## src/rtl/acdma_pkg.sv

```systemverilog
// Purpose: Shared constants and types for the audio descriptor DMA and codec access block.
// Assumes: Avalon-MM slave, 32-bit data, byte addresses, one 125 MHz clock.
// Notes: Descriptor words and registers are little-endian; only PCM samples may be swapped.
package acdma_pkg;

	localparam logic [4:0] OFS_CMD    = 5'h00;
	localparam logic [4:0] OFS_IRQ    = 5'h04;
	localparam logic [4:0] OFS_TABLE  = 5'h08;
	localparam logic [4:0] OFS_CCTL   = 5'h0C;
	localparam logic [4:0] OFS_CSTAT  = 5'h10;
	localparam logic [4:0] OFS_IRQ2   = 5'h14;

	localparam int CMD_EN_BIT     = 0;
	localparam int CMD_PAUSE_BIT  = 1;
	localparam int CMD_BIGEND_BIT = 2;
	localparam int IRQ_EOP_BIT    = 0;
	localparam int IRQ_ERR_BIT    = 1;
	localparam int CC_ADDR_LSB    = 16;
	localparam int CC_RW_BIT      = 23;
	localparam int CC_NEW_BIT     = 24;
	localparam int CS_NEW_BIT     = 24;

	localparam int DESC_EOP_BIT   = 31;
	localparam int DESC_EOT_BIT   = 30;
	localparam int DESC_JMP_BIT   = 29;
	localparam logic [31:0] DESC_STRIDE = 32'h0000_0008;
	localparam logic [31:0] DESC_WORD1  = 32'h0000_0004;
	localparam logic [31:0] WORD_BYTES  = 32'h0000_0004;

	localparam logic [31:0] RST_TABLE = 32'h0000_0000;
	localparam logic [31:0] RST_WORD  = 32'h0000_0000;

	typedef enum logic [2:0] {
		ST_IDLE  = 3'h0,
		ST_DESC0 = 3'h1,
		ST_DESC1 = 3'h3,
		ST_WORD  = 3'h2,
		ST_PLAY  = 3'h6,
		ST_NEXT  = 3'h7
	} acdma_state_type;

	typedef struct packed {
		logic [15:0] left;
		logic [15:0] right;
	} acdma_sample_type;

	typedef struct packed {
		logic        rd;
		logic [6:0]  addr;
		logic [15:0] data;
	} acdma_ccmd_type;

	typedef struct packed {
		logic [6:0]  addr;
		logic [15:0] data;
	} acdma_cstat_type;

endpackage : acdma_pkg

```

## src/rtl/acdma_engine.sv

```systemverilog
// Purpose: One playback bus master with descriptor walking and codec register access.
// Assumes: Memory reads hold mem_req until a one-cycle mem_ack with mem_rdata.
// Notes: Link-side strobes come from logic on mclk and are not synchronised.
//
// Register access over Avalon-MM and the address map are this design's own decisions.
`timescale 1ns/1ps
module acdma_engine #(
	parameter bit STEREO = 1'b1
) (
	input  wire logic                    mclk,
	input  wire logic                    rst,
	input  wire logic [4:0]              avs_address,
	input  wire logic                    avs_read,
	input  wire logic                    avs_write,
	input  wire logic [31:0]             avs_writedata,
	input  wire logic [3:0]              avs_byteenable,
	output logic [31:0]                  avs_readdata,
	output logic                         avs_waitrequest,
	output logic                         mem_req,
	output logic [31:0]                  mem_addr,
	input  wire logic                    mem_ack,
	input  wire logic [31:0]             mem_rdata,
	input  wire logic                    sample_req,
	output acdma_pkg::acdma_sample_type  sample_out,
	output logic                         slot_valid,
	output acdma_pkg::acdma_ccmd_type    codec_cmd,
	output logic                         codec_cmd_new,
	input  wire logic                    codec_cmd_taken,
	input  wire logic                    codec_stat_valid,
	input  wire acdma_pkg::acdma_cstat_type codec_stat,
	output logic                         irq
);
	import acdma_pkg::*;

	localparam logic [15:0] STEP = STEREO ? 16'h0004 : 16'h0002;

	acdma_state_type  st_q;
	logic             en_q, pause_q, bigend_q, eop_q, err_q, pend_q;
	logic             d_eop_q, d_eot_q, half_q, cs_new_q, wr_q;
	logic [31:0]      table_q, buf_q, word_q, rdata_q;
	logic [15:0]      remain_q;
	acdma_cstat_type  cs_q;
	acdma_sample_type unpacked;
	logic             accept, wr_acc, rd_acc, rd_irq, rd_cs, desc1_ack;
	logic             eop_set, err_set, eot_stop, jump_now;
	logic             eop_clr, err_clr, cs_clr;
	logic [31:0]      wval, cur;

	function automatic logic [31:0] merge(input logic [31:0] old, input logic [31:0] nw,
		input logic [3:0] be);
		logic [31:0] r;
		r = old;
		for (int i = 0; i < 4; i++) begin
			if (be[i]) begin
				r[8*i +: 8] = nw[8*i +: 8];
			end
		end
		return r;
	endfunction : merge

	// One wait state: the answer edge is the one where waitrequest is sampled low.
	assign avs_waitrequest = wr_q;
	assign accept  = (avs_read || avs_write) && !wr_q;
	assign wr_acc  = accept && avs_write;
	assign rd_acc  = accept && avs_read;
	assign rd_irq  = rd_acc && (avs_address == OFS_IRQ);
	assign rd_cs   = rd_acc && (avs_address == OFS_CSTAT);

	always_comb begin
		unique case (avs_address)
			OFS_CMD:   cur = {29'h0, bigend_q, pause_q, en_q};
			OFS_IRQ:   cur = {30'h0, err_q, eop_q};
			OFS_TABLE: cur = table_q;
			OFS_CCTL:  cur = {7'h0, codec_cmd_new, codec_cmd};
			OFS_CSTAT: cur = {7'h0, cs_new_q, 1'b0, cs_q};
			OFS_IRQ2:  cur = {31'h0, eop_q || err_q};
			default:   cur = 32'h0000_0000;
		endcase
		wval = merge(cur, avs_writedata, avs_byteenable);
	end

	always_ff @(posedge mclk or posedge rst) begin
		if (rst) begin
			wr_q    <= 1'b1;
			rdata_q <= RST_WORD;
		end else begin
			wr_q <= !((avs_read || avs_write) && wr_q);
			if (avs_read && wr_q) begin
				rdata_q <= cur;
			end
		end
	end
	assign avs_readdata = rdata_q;

	assign desc1_ack = (st_q == ST_DESC1) && mem_req && mem_ack;
	assign jump_now  = mem_rdata[DESC_JMP_BIT];
	// A paused master keeps pend_q and a disabled one clears it, so completions count only while running.
	assign eop_set   = en_q && !pause_q && (st_q == ST_NEXT) && pend_q && !eop_q;
	assign err_set   = en_q && !pause_q && (st_q == ST_NEXT) && pend_q && eop_q && !err_q;
	assign eot_stop  = en_q && (st_q == ST_NEXT) && !pend_q && !err_q && d_eot_q && !pause_q;
	assign eop_clr   = rd_irq && rdata_q[IRQ_EOP_BIT];
	assign err_clr   = rd_irq && rdata_q[IRQ_ERR_BIT];
	assign cs_clr    = rd_cs && rdata_q[CS_NEW_BIT];

	always_ff @(posedge mclk or posedge rst) begin
		if (rst) begin
			en_q     <= 1'b0;
			pause_q  <= 1'b0;
			bigend_q <= 1'b0;
		end else begin
			if (wr_acc && avs_address == OFS_CMD) begin
				en_q     <= wval[CMD_EN_BIT];
				pause_q  <= wval[CMD_PAUSE_BIT];
				bigend_q <= wval[CMD_BIGEND_BIT];
			end
			if (eot_stop) begin
				en_q <= 1'b0;
			end
		end
	end

	always_ff @(posedge mclk or posedge rst) begin
		if (rst) begin
			table_q <= RST_TABLE;
		end else if (desc1_ack) begin
			table_q <= jump_now ? buf_q : table_q + DESC_STRIDE;
		end else if (wr_acc && avs_address == OFS_TABLE) begin
			table_q <= wval;
		end
	end

	// Flags set by the engine win over a clear by a status read in the same cycle.
	// A read clears only the flags it returned, so an event that lands between the
	// capture of read data and the clear is not lost.
	always_ff @(posedge mclk or posedge rst) begin
		if (rst) begin
			eop_q <= 1'b0;
			err_q <= 1'b0;
			irq   <= 1'b0;
		end else begin
			eop_q <= eop_set || (eop_q && !eop_clr);
			err_q <= err_set || (err_q && !err_clr);
			irq   <= eop_set || err_set || (eop_q && !eop_clr) || (err_q && !err_clr);
		end
	end

	always_ff @(posedge mclk or posedge rst) begin
		if (rst) begin
			codec_cmd     <= '0;
			codec_cmd_new <= 1'b0;
		end else begin
			if (wr_acc && avs_address == OFS_CCTL) begin
				codec_cmd.data <= wval[15:0];
				codec_cmd.addr <= wval[CC_ADDR_LSB +: 7];
				codec_cmd.rd   <= wval[CC_RW_BIT];
			end
			if (wr_acc && avs_address == OFS_CCTL && wval[CC_NEW_BIT]) begin
				codec_cmd_new <= 1'b1;
			end else if (codec_cmd_taken) begin
				codec_cmd_new <= 1'b0;
			end
		end
	end

	always_ff @(posedge mclk or posedge rst) begin
		if (rst) begin
			cs_q     <= '0;
			cs_new_q <= 1'b0;
		end else begin
			if (codec_stat_valid) begin
				cs_q <= codec_stat;
			end
			cs_new_q <= codec_stat_valid || (cs_new_q && !cs_clr);
		end
	end

	// An outstanding memory read is always completed, even when paused or disabled,
	// so that no acknowledge is ever left unclaimed.
	always_ff @(posedge mclk or posedge rst) begin
		if (rst) begin
			st_q     <= ST_IDLE;
			mem_req  <= 1'b0;
			mem_addr <= RST_WORD;
			buf_q    <= RST_WORD;
			word_q   <= RST_WORD;
			remain_q <= 16'h0000;
			d_eop_q  <= 1'b0;
			d_eot_q  <= 1'b0;
			pend_q   <= 1'b0;
			half_q   <= 1'b0;
		end else begin
			if (mem_req && mem_ack) begin
				mem_req <= 1'b0;
			end
			if (!en_q) begin
				if (!mem_req || mem_ack) begin
					st_q   <= ST_IDLE;
					pend_q <= 1'b0;
				end
			end else if (!pause_q || mem_req) begin
				unique case (st_q)
					ST_IDLE: begin
						st_q <= ST_DESC0;
					end
					ST_DESC0: begin
						if (!mem_req) begin
							mem_req  <= 1'b1;
							mem_addr <= table_q;
						end else if (mem_ack) begin
							buf_q <= mem_rdata;
							st_q  <= ST_DESC1;
						end
					end
					ST_DESC1: begin
						if (!mem_req) begin
							mem_req  <= 1'b1;
							mem_addr <= table_q + DESC_WORD1;
						end else if (mem_ack) begin
							d_eop_q  <= mem_rdata[DESC_EOP_BIT];
							d_eot_q  <= mem_rdata[DESC_EOT_BIT];
							remain_q <= mem_rdata[15:0];
							half_q   <= 1'b0;
							if (jump_now) begin
								st_q <= ST_DESC0;
							end else if (mem_rdata[15:0] == 16'h0000) begin
								st_q <= ST_NEXT;
							end else begin
								st_q <= ST_WORD;
							end
						end
					end
					ST_WORD: begin
						if (!mem_req) begin
							mem_req  <= 1'b1;
							mem_addr <= buf_q;
						end else if (mem_ack) begin
							word_q <= mem_rdata;
							buf_q  <= buf_q + WORD_BYTES;
							st_q   <= ST_PLAY;
						end
					end
					ST_PLAY: begin
						if (sample_req) begin
							remain_q <= remain_q - STEP;
							if (remain_q <= STEP) begin
								pend_q <= d_eop_q;
								st_q   <= ST_NEXT;
							end else if (STEREO || half_q) begin
								half_q <= 1'b0;
								st_q   <= ST_WORD;
							end else begin
								half_q <= 1'b1;
							end
						end
					end
					ST_NEXT: begin
						if (pend_q) begin
							pend_q <= 1'b0;
						end else if (!err_q) begin
							st_q <= d_eot_q ? ST_IDLE : ST_DESC0;
						end
					end
					default: st_q <= ST_IDLE;
				endcase
			end
		end
	end

	acdma_unpack #(
		.STEREO     (STEREO)
	) u_unpack (
		.big_endian (bigend_q),
		.half_sel   (half_q),
		.word       (word_q),
		.sample     (unpacked)
	);

	// Slots stay invalid from an underrun or pause until a sample is really held.
	always_ff @(posedge mclk or posedge rst) begin
		if (rst) begin
			sample_out <= '0;
			slot_valid <= 1'b0;
		end else if (sample_req) begin
			slot_valid <= en_q && !pause_q && (st_q == ST_PLAY);
			sample_out <= unpacked;
		end
	end

	chk_table_advance: assert property (@(posedge mclk) disable iff (rst)
		desc1_ack && !jump_now |=> table_q == $past(table_q) + DESC_STRIDE)
		else $error("table address did not advance by eight");

	chk_jump_target: assert property (@(posedge mclk) disable iff (rst)
		desc1_ack && jump_now |=> table_q == $past(buf_q) && st_q == ST_DESC0
		&& eop_q == $past(eop_q))
		else $error("jump descriptor not followed");

	chk_eot_clears_en: assert property (@(posedge mclk) disable iff (rst)
		eot_stop && !wr_acc |=> !en_q ##1 st_q == ST_IDLE)
		else $error("end of table did not stop the master");

	chk_status_read_clears: assert property (@(posedge mclk) disable iff (rst)
		rd_irq && !eop_set && !err_set |=> !(eop_q && $past(eop_clr))
		&& !(err_q && $past(err_clr)) && irq == (eop_q || err_q))
		else $error("status read left a flag set");

	chk_pause_freezes: assert property (@(posedge mclk) disable iff (rst)
		pause_q && en_q && st_q == ST_PLAY && !wr_acc |=> $stable(st_q) && $stable(remain_q))
		else $error("paused master moved");

	chk_second_page_err: assert property (@(posedge mclk) disable iff (rst)
		err_set |=> err_q && st_q == ST_NEXT ##1 (st_q == ST_NEXT || !en_q || rd_irq))
		else $error("second page completion did not halt with error");

	chk_page_flag_set: assert property (@(posedge mclk) disable iff (rst)
		eop_set |=> eop_q && irq)
		else $error("page completion did not raise flag and interrupt");

	chk_cmd_taken: assert property (@(posedge mclk) disable iff (rst)
		codec_cmd_taken && !wr_acc |=> !codec_cmd_new)
		else $error("command-new not cleared after command sent");

	chk_status_new: assert property (@(posedge mclk) disable iff (rst)
		codec_stat_valid |=> cs_new_q && cs_q == $past(codec_stat))
		else $error("status-new not set with read data");

	chk_underrun_invalid: assert property (@(posedge mclk) disable iff (rst)
		sample_req && st_q != ST_PLAY |=> !slot_valid)
		else $error("slot marked valid during underrun");

endmodule : acdma_engine

```

## src/rtl/acdma_unpack.sv

```systemverilog
// Purpose: Turns one fetched memory word into a PCM sample pair.
// Assumes: Memory word is little-endian by byte lane, lowest address in bits 7:0.
// Notes: Purely combinational; the engine registers the result.
`timescale 1ns/1ps
module acdma_unpack #(
	parameter bit STEREO = 1'b1
) (
	input  wire logic                       big_endian,
	input  wire logic                       half_sel,
	input  wire logic [31:0]                word,
	output acdma_pkg::acdma_sample_type     sample
);
	import acdma_pkg::*;

	logic [15:0] lo_half;
	logic [15:0] hi_half;

	// Lower address byte is the low byte unless big endian is chosen.
	always_comb begin
		lo_half = big_endian ? {word[7:0], word[15:8]} : word[15:0];
		hi_half = big_endian ? {word[23:16], word[31:24]} : word[31:16];
		if (STEREO) begin
			sample.left  = lo_half;
			sample.right = hi_half;
		end else begin
			sample.left  = half_sel ? hi_half : lo_half;
			sample.right = sample.left;
		end
	end

endmodule : acdma_unpack

```

## config.mk

```make
export PLATFORM = sky130hd
export DESIGN_NAME = acdma_engine
export DESIGN_NICKNAME = d
export VERILOG_FILES = /design/src/rtl/acdma_pkg.sv /design/src/rtl/acdma_engine.sv /design/src/rtl/acdma_unpack.sv
export SDC_FILE = /design/constraint.sdc
export NUM_CORES = 1
export LEC_CHECK = 0
export ABC_AREA = 0
export BUFFER_PORTS_ARGS = -buffer_cell sky130_fd_sc_hd__buf_4
export CORE_MARGIN = 5
export CORE_UTILIZATION = 60
export DETAILED_ROUTE_END_ITERATION = 16
export PLACE_DENSITY = 0.81
export REMOVE_ABC_BUFFERS = 1
export SLEW_MARGIN = 5
export SYNTH_ARGS = -nofsm -noshare
export SYNTH_HDL_FRONTEND = slang
export SYNTH_SLANG_ARGS = --single-unit
```

## constraint.sdc

```tcl
create_clock -name mclk -period 21.6 [get_ports mclk]
set_input_delay 6.48 -clock mclk [delete_from_list [all_inputs] [get_ports mclk]]
set_output_delay 6.48 -clock mclk [all_outputs]
set_load 0.05 [all_outputs]
```

# [Word level (Yosys, flattened, before mapping)]
# Cells that the tools add are included.
[totals] register_bits=272 inputBits=104 output_inout_bits=125 wordCells=190
[op_classes] add_sub_neg=4 magnitude_cmp=1 eq_ne=32 muxes=55 n_reduce_logical=70
[op_table] cell="$mux 32" n=10
[op_table] cell="$pmux 32 s6" n=1
[op_table] cell="$pmux 32 s3" n=1
[op_table] cell="$mux 16" n=5
[op_table] cell="$add 32x3->32 const B" n=2
[op_table] cell="$pmux 32 s2" n=1
[op_table] cell="$mux 3" n=15
[op_table] cell="$add 32x4->32 const B" n=1
[op_table] cell="$logic_and 1x1->1" n=32
[op_table] cell="$mux 8" n=4
[op_table] cell="$pmux 16 s2" n=1
[op_table] cell="$ne 3x3->1 const B" n=10
[op_table] cell="$ne 2x2->1 const B" n=10
[op_table] cell="$pmux 3 s6" n=1
[op_table] cell="$le 16x3->1 const B" n=1
[op_table] cell="$logic_not 16->1" n=1
[op_table] cell="$sub 16x3->16 const B" n=1
[op_table] cell="$mux 1" n=15
[op_table] cell="$reduce_and 5->1" n=3
[op_table] cell="$reduce_and 6->1" n=2
[op_table] cell="$reduce_bool 2->1" n=6
[op_table] cell="$reduce_and 11->1" n=1
[op_table] cell="$eq 5x4->1 const B" n=2
[op_table] cell="$eq 5x5->1 const B" n=2
[op_table] cell="14 further kinds" n=34

# [Longest topological paths before layout]
[depth] ltp_word=9 depth_mapped=8 ltp_nobuf=7

# [Modules after synthesis]
# From an unflattened synthesis, not the netlist that was laid out.
[unflattened] cells_unflattened=1593 area_unflattened_um2=15408.5
[modules_own_cells] module="acdma_engine" instances=1 cells_per_inst=1557 area_per_inst_um2=14864.3 seq_area_each_um2=6807.8
[modules_own_cells] module="acdma_unpack" instances=1 cells_per_inst=36 area_per_inst_um2=544.3 seq_area_each_um2=0.0

# [Least setup slack after synthesis]
# OpenSTA, ideal clock, no wires.
[synth_timing] kind="in2reg" start="in avs_address[2]" end="reg codec_cmd[9] in the netlist's numbering" setup_time_ns=0.125 arrival_time_ns=7.940 t_required_ns=21.475 slack_ns=13.535 stages=6 n_path_buf=2 cell_sequence="buf_2 > buf_1 > mux2i_1 > o32ai_1 > mux2_2 > mux2_2"
[synth_between] elab_chain_len=3 elab_cells_between_ends=9 classes_between="5 x eq/ne; 2 x mux; 2 x reduce/logical"
[synth_rtl] element="start, declared" line="acdma_engine.sv:12" text="input wire logic [4:0] avs_address,"
[synth_rtl] element="$eq 5x5->1, or another cell as far along" line="acdma_engine.sv:70" text="unique case (avs_address)"
[synth_rtl] element="$pmux 32 s6" line="acdma_engine.sv:70"
[synth_rtl] element="$mux 8" line="acdma_engine.sv:54" text="if (be[i]) begin"
[synth_rtl] element="end, declared" line="acdma_engine.sv:26" text="output acdma_pkg::acdma_ccmd_type codec_cmd,"
# Parallel ways exist; a longest one is shown, timed or not.
# A chain may end at the register's enable or synchronous reset.

# [Final worst setup path]
[layout_timing] start="in avs_address[2]" end="reg table_q[19]"
[layout_between] elab_chain_len=5 elab_cells_between_ends=12 classes_between="5 x eq/ne; 4 x mux; 3 x reduce/logical"
[layout_rtl] element="$eq 5x5->1, or another cell as far along" line="acdma_engine.sv:70"
[layout_rtl] element="$pmux 32 s6" line="acdma_engine.sv:70"
[layout_rtl] element="$mux 8" line="acdma_engine.sv:54"
[layout_rtl] element="$mux 32" line="acdma_engine.sv:127" text="end else if (wr_acc && avs_address == OFS_TABLE) begin"
[layout_rtl] element="$mux 32" line="acdma_engine.sv:125" text="end else if (desc1_ack) begin"
[layout_rtl] element="end signal, assigned" line="acdma_engine.sv:126" text="table_q <= jump_now ? buf_q : table_q + DESC_STRIDE;"
[layout_rtl] element="end signal, assigned" line="acdma_engine.sv:128" text="table_q <= wval;"
[layout_rtl] element="end, declared" line="acdma_engine.sv:40" text="logic [31:0] table_q, buf_q, word_q, rdata_q;"
# Parallel ways exist; a longest one is shown, timed or not. The select of a mux whose other input is x is not followed.

==> run summary <==
status: finished, final reports clean
Synth Area in Simple Gates: 16.3%
cell count after synthesis: 1584
clk slew on worst S/H paths: 0.06 ns
Storage cell area: 6810 um2
die width: 167 um
Final nets: 1831
clock sink count: 272
drt pass-1 iters: 7
worst r2r src: st_q[2]
Worst path max stage delay: 0.74 ns
crit path max fanout: 37
vias per inst: 6.61
sequential power share: 42.7%
Critical Path RT: 22.06 ns
overall die area: 28000 um2
Ports: 229
initial antenna violation count: 0
pwr/cell area: 85.6 nW/um2
setup TNS: 0 ns
area share of fa/ha/maj cells after synthesis: 0.421%
first-pass GRT wire length: 73.9 mm
Critical-path top delay cell: nor2_1
Die H: 167 um
Congestion Overflow GR: 0
Post-synth EDFFs: 0
crit path from: avs_address[2]
P_sw: 0.523 mW
DPL Wire Length: 32.4 mm
mux contribution to synthesized area: 11.8%
Synth area leaders: dfrtp_1 (46%), mux2_2 (6.6%), mux2i_1 (5.1%), a21oi_1 (4.6%), o21ai_0 (4.3%)
routed len/inst: 22.5 um
Worst-Skew Late Latency: 0.55 ns
#FFs+latches synth: 272
Post-Route WL: 46.5 mm
Worst R2R Path Depth: 6
largest net degree at the start of global routing: 147
Yosys warnings: 0
Area Overhead vs Synth: 17.9%
xor and xnor area share after synthesis: 1.00%
H-tree levels: 1
Crit Path Category: input pin to flop
Initial Util: 61.0%
most frequent cells after synthesis: dfrtp_1 (271), nand2_1 (151), a21oi_1 (137)
Detail Route Antenna Nets: 0
postcts setup bufs: 0
Crit path depth: 6
Worst Setup End Kind: flop
Root Buffer Master: clkbuf_16
CTS tree: done
Final Wtd Congestion: 0.988
Hold Path Origin: avs_readdata[23]
post-layout util: 71.9%
Inserted Clock Buffers: 29
ys flop type: dfrtp_1
CTS Buffer Depth: 3
Mapped Area: 14900 um2
vias in the first global route: 13300
Fmax: 120 MHz
worst r2r dst: table_q[21]
share of the synthesized area in the top cell type: 45.6%
Worst Setup Start Kind: input pin
final worst path period need: 8.36 ns
Final Max Slew Viols: 0
Compound-Gate Fraction of Synth Area: 20.1%
layout cells sized above 1: 23.3%
Core Region: 24400 um2
worst path bufs/invs: 1
Hold-fix buffers, CTS: 0
DRC Markers: 0
worst setup path endpoint: table_q[19]
max-cap violations: 0
crit-path leading delay family: simple AND/OR/NAND/NOR gates
RSZ-0062 raised after global routing: false
worst-margin pin slew: 1.10 ns
fin crit share: 38.7%
Synth area leader: dfrtp_1
gr usage total: 32.1%
relative slew slack: 25.9%
number of setup violations in the final report: 0
R2R Setup Slk: 18.33 ns
Ant. Diodes: 0
Gate power share: 23.8%
leakage: 7.61 nW
clock share of power: 33.5%
Cell variety after synth: 89
Vias: 13600
worst-path cell chain: buf_4, nor4b_2, nand2_1, nor2_1, a222oi_1, o21ai_0
Fin. Hold Viols: 0
post-CTS sizing: 0
Post-synth ARST share: 100%
area of the multi-input gates: 7410 um2
Max IR drop VDD: 64.3 uV
most frequent cell after synthesis: dfrtp_1
sequential share of the synthesized area: 45.8%
FP Rows: 57
syn_area_per_cell: 9.39 um2
worst min-delay path category: flop to flop
fill cell count: 1915
sw frac: 34.9%
IO buf count: 228
largest family of logic cells by synthesized area: compound AO/OA/AOI/OAI gates
skew final: 0.0113 ns
Iter 0 DRT Violations: 1664
critical path arrival: 8.81 ns
P_int: 0.978 mW
[routing by layer]
layer	routed length, um	part of all wire (%)	global-route usage (%)
met2	21300	46	50.4
met4	1600	3.4	11.2
met3	4460	9.6	6.29
met5	0	0	0
met1	19100	41	44.9
[cell type report]
cell class,count,area share (%)
Timing Repair Buffer,245,10.6
Tap cell,324,2.31
Inverter,28,0.642
Clock inverter,9,0.613
Multi-Input combinational cell,1146,42.3
Clock buffer,42,4.81
Sequential cell,272,38.8
[power by group through the flow]
stage	clock network [mW]	logic (mW)	registers, mW
2_1_floorplan	0	0.116	0.738
3_3_place_gp	0	0.349	0.644
3_5_place_dp	0	0.357	0.646
4_1_cts	0.506	0.358	0.637
5_1_grt	0.530	0.382	0.646
6_report	0.503	0.358	0.641
[placed cells by master (no fill, tap or decap), types with 9 or more instances in the layout]
cell type and instances:
dfrtp_1 270, buf_4 244, nand2_1 150, a21oi_1 137
o21ai_0 128, nor2_1 122, mux2_2 87, mux2i_1 76
nand3_1 51, o22ai_1 32, nor4_1 30, clkbuf_16 29
nor3_1 27, inv_1 26, nand4_1 24, a31oi_1 19
o2bb2ai_1 16, a221oi_1 14, o32ai_1 13, or3_1 12
o31ai_1 11, a2bb2oi_1 10, a22oi_1 10, o221ai_1 9
a211oi_1 9, o211ai_1 9, xor2_1 9
[worst register-to-register path, cell delays in order (launching register included)]
cell and delay (ns):
dfrtp_1 0.62, nand3b_1 0.60, nor2_2 0.72, a21oi_1 0.32, buf_4 0.36, a222oi_1 0.34, o21ai_0 0.15
[worst min path at each step]
stage	depth (start not counted)	slack, ns	endpoint
2_1_floorplan	1	0.45	cs_new_q
3_3_place_gp	2	0.46	avs_readdata[27]
3_5_place_dp	2	0.47	avs_readdata[23]
4_1_cts	2	0.49	avs_readdata[23]
5_1_grt	1	0.52	cs_q[0]
6_report	2	0.48	avs_readdata[23]
[sequential cells by signal (all words and copies together), names as in the netlist, 16 cells and up]
register,cells
table_q,32
buf_q,32
remain_q,16
sample_out,32
mem_addr,32
avs_readdata,32
cs_q,23
codec_cmd,24
word_q,32
[cells by family (layout without fill, tap and decap cells)]
kind of cell / after synthesis / in the layout
adders and majority gates: 5 / 5
muxes: 164 / 164
DFF: 272 / 272
buffers and inverters: 166 / 324
AOI/OAI and AO/OA: 476 / 476
xor gates and xnor gates: 17 / 17
and+or+nand+nor: 484 / 484
[per-stage QoR]
stage / instances / instance area [um2] / power [mW] / setup WS, ns / hold slack, ns
after CTS: 2066 / 17500 / 1.50 / 13.39 / 0.485
after global placement: 2015 / 16600 / 0.994 / 12.93 / 0.463
after global routing: 2066 / 17500 / 1.56 / 13.14 / 0.515
after detailed placement: 2015 / 16600 / 1.00 / 12.83 / 0.472
after floorplan: 1446 / 14300 / 0.854 / 7.63 / 0.449
final: 2066 / 17500 / 1.50 / 13.24 / 0.482
No activity file was read; power rests on OpenSTA's default activity.
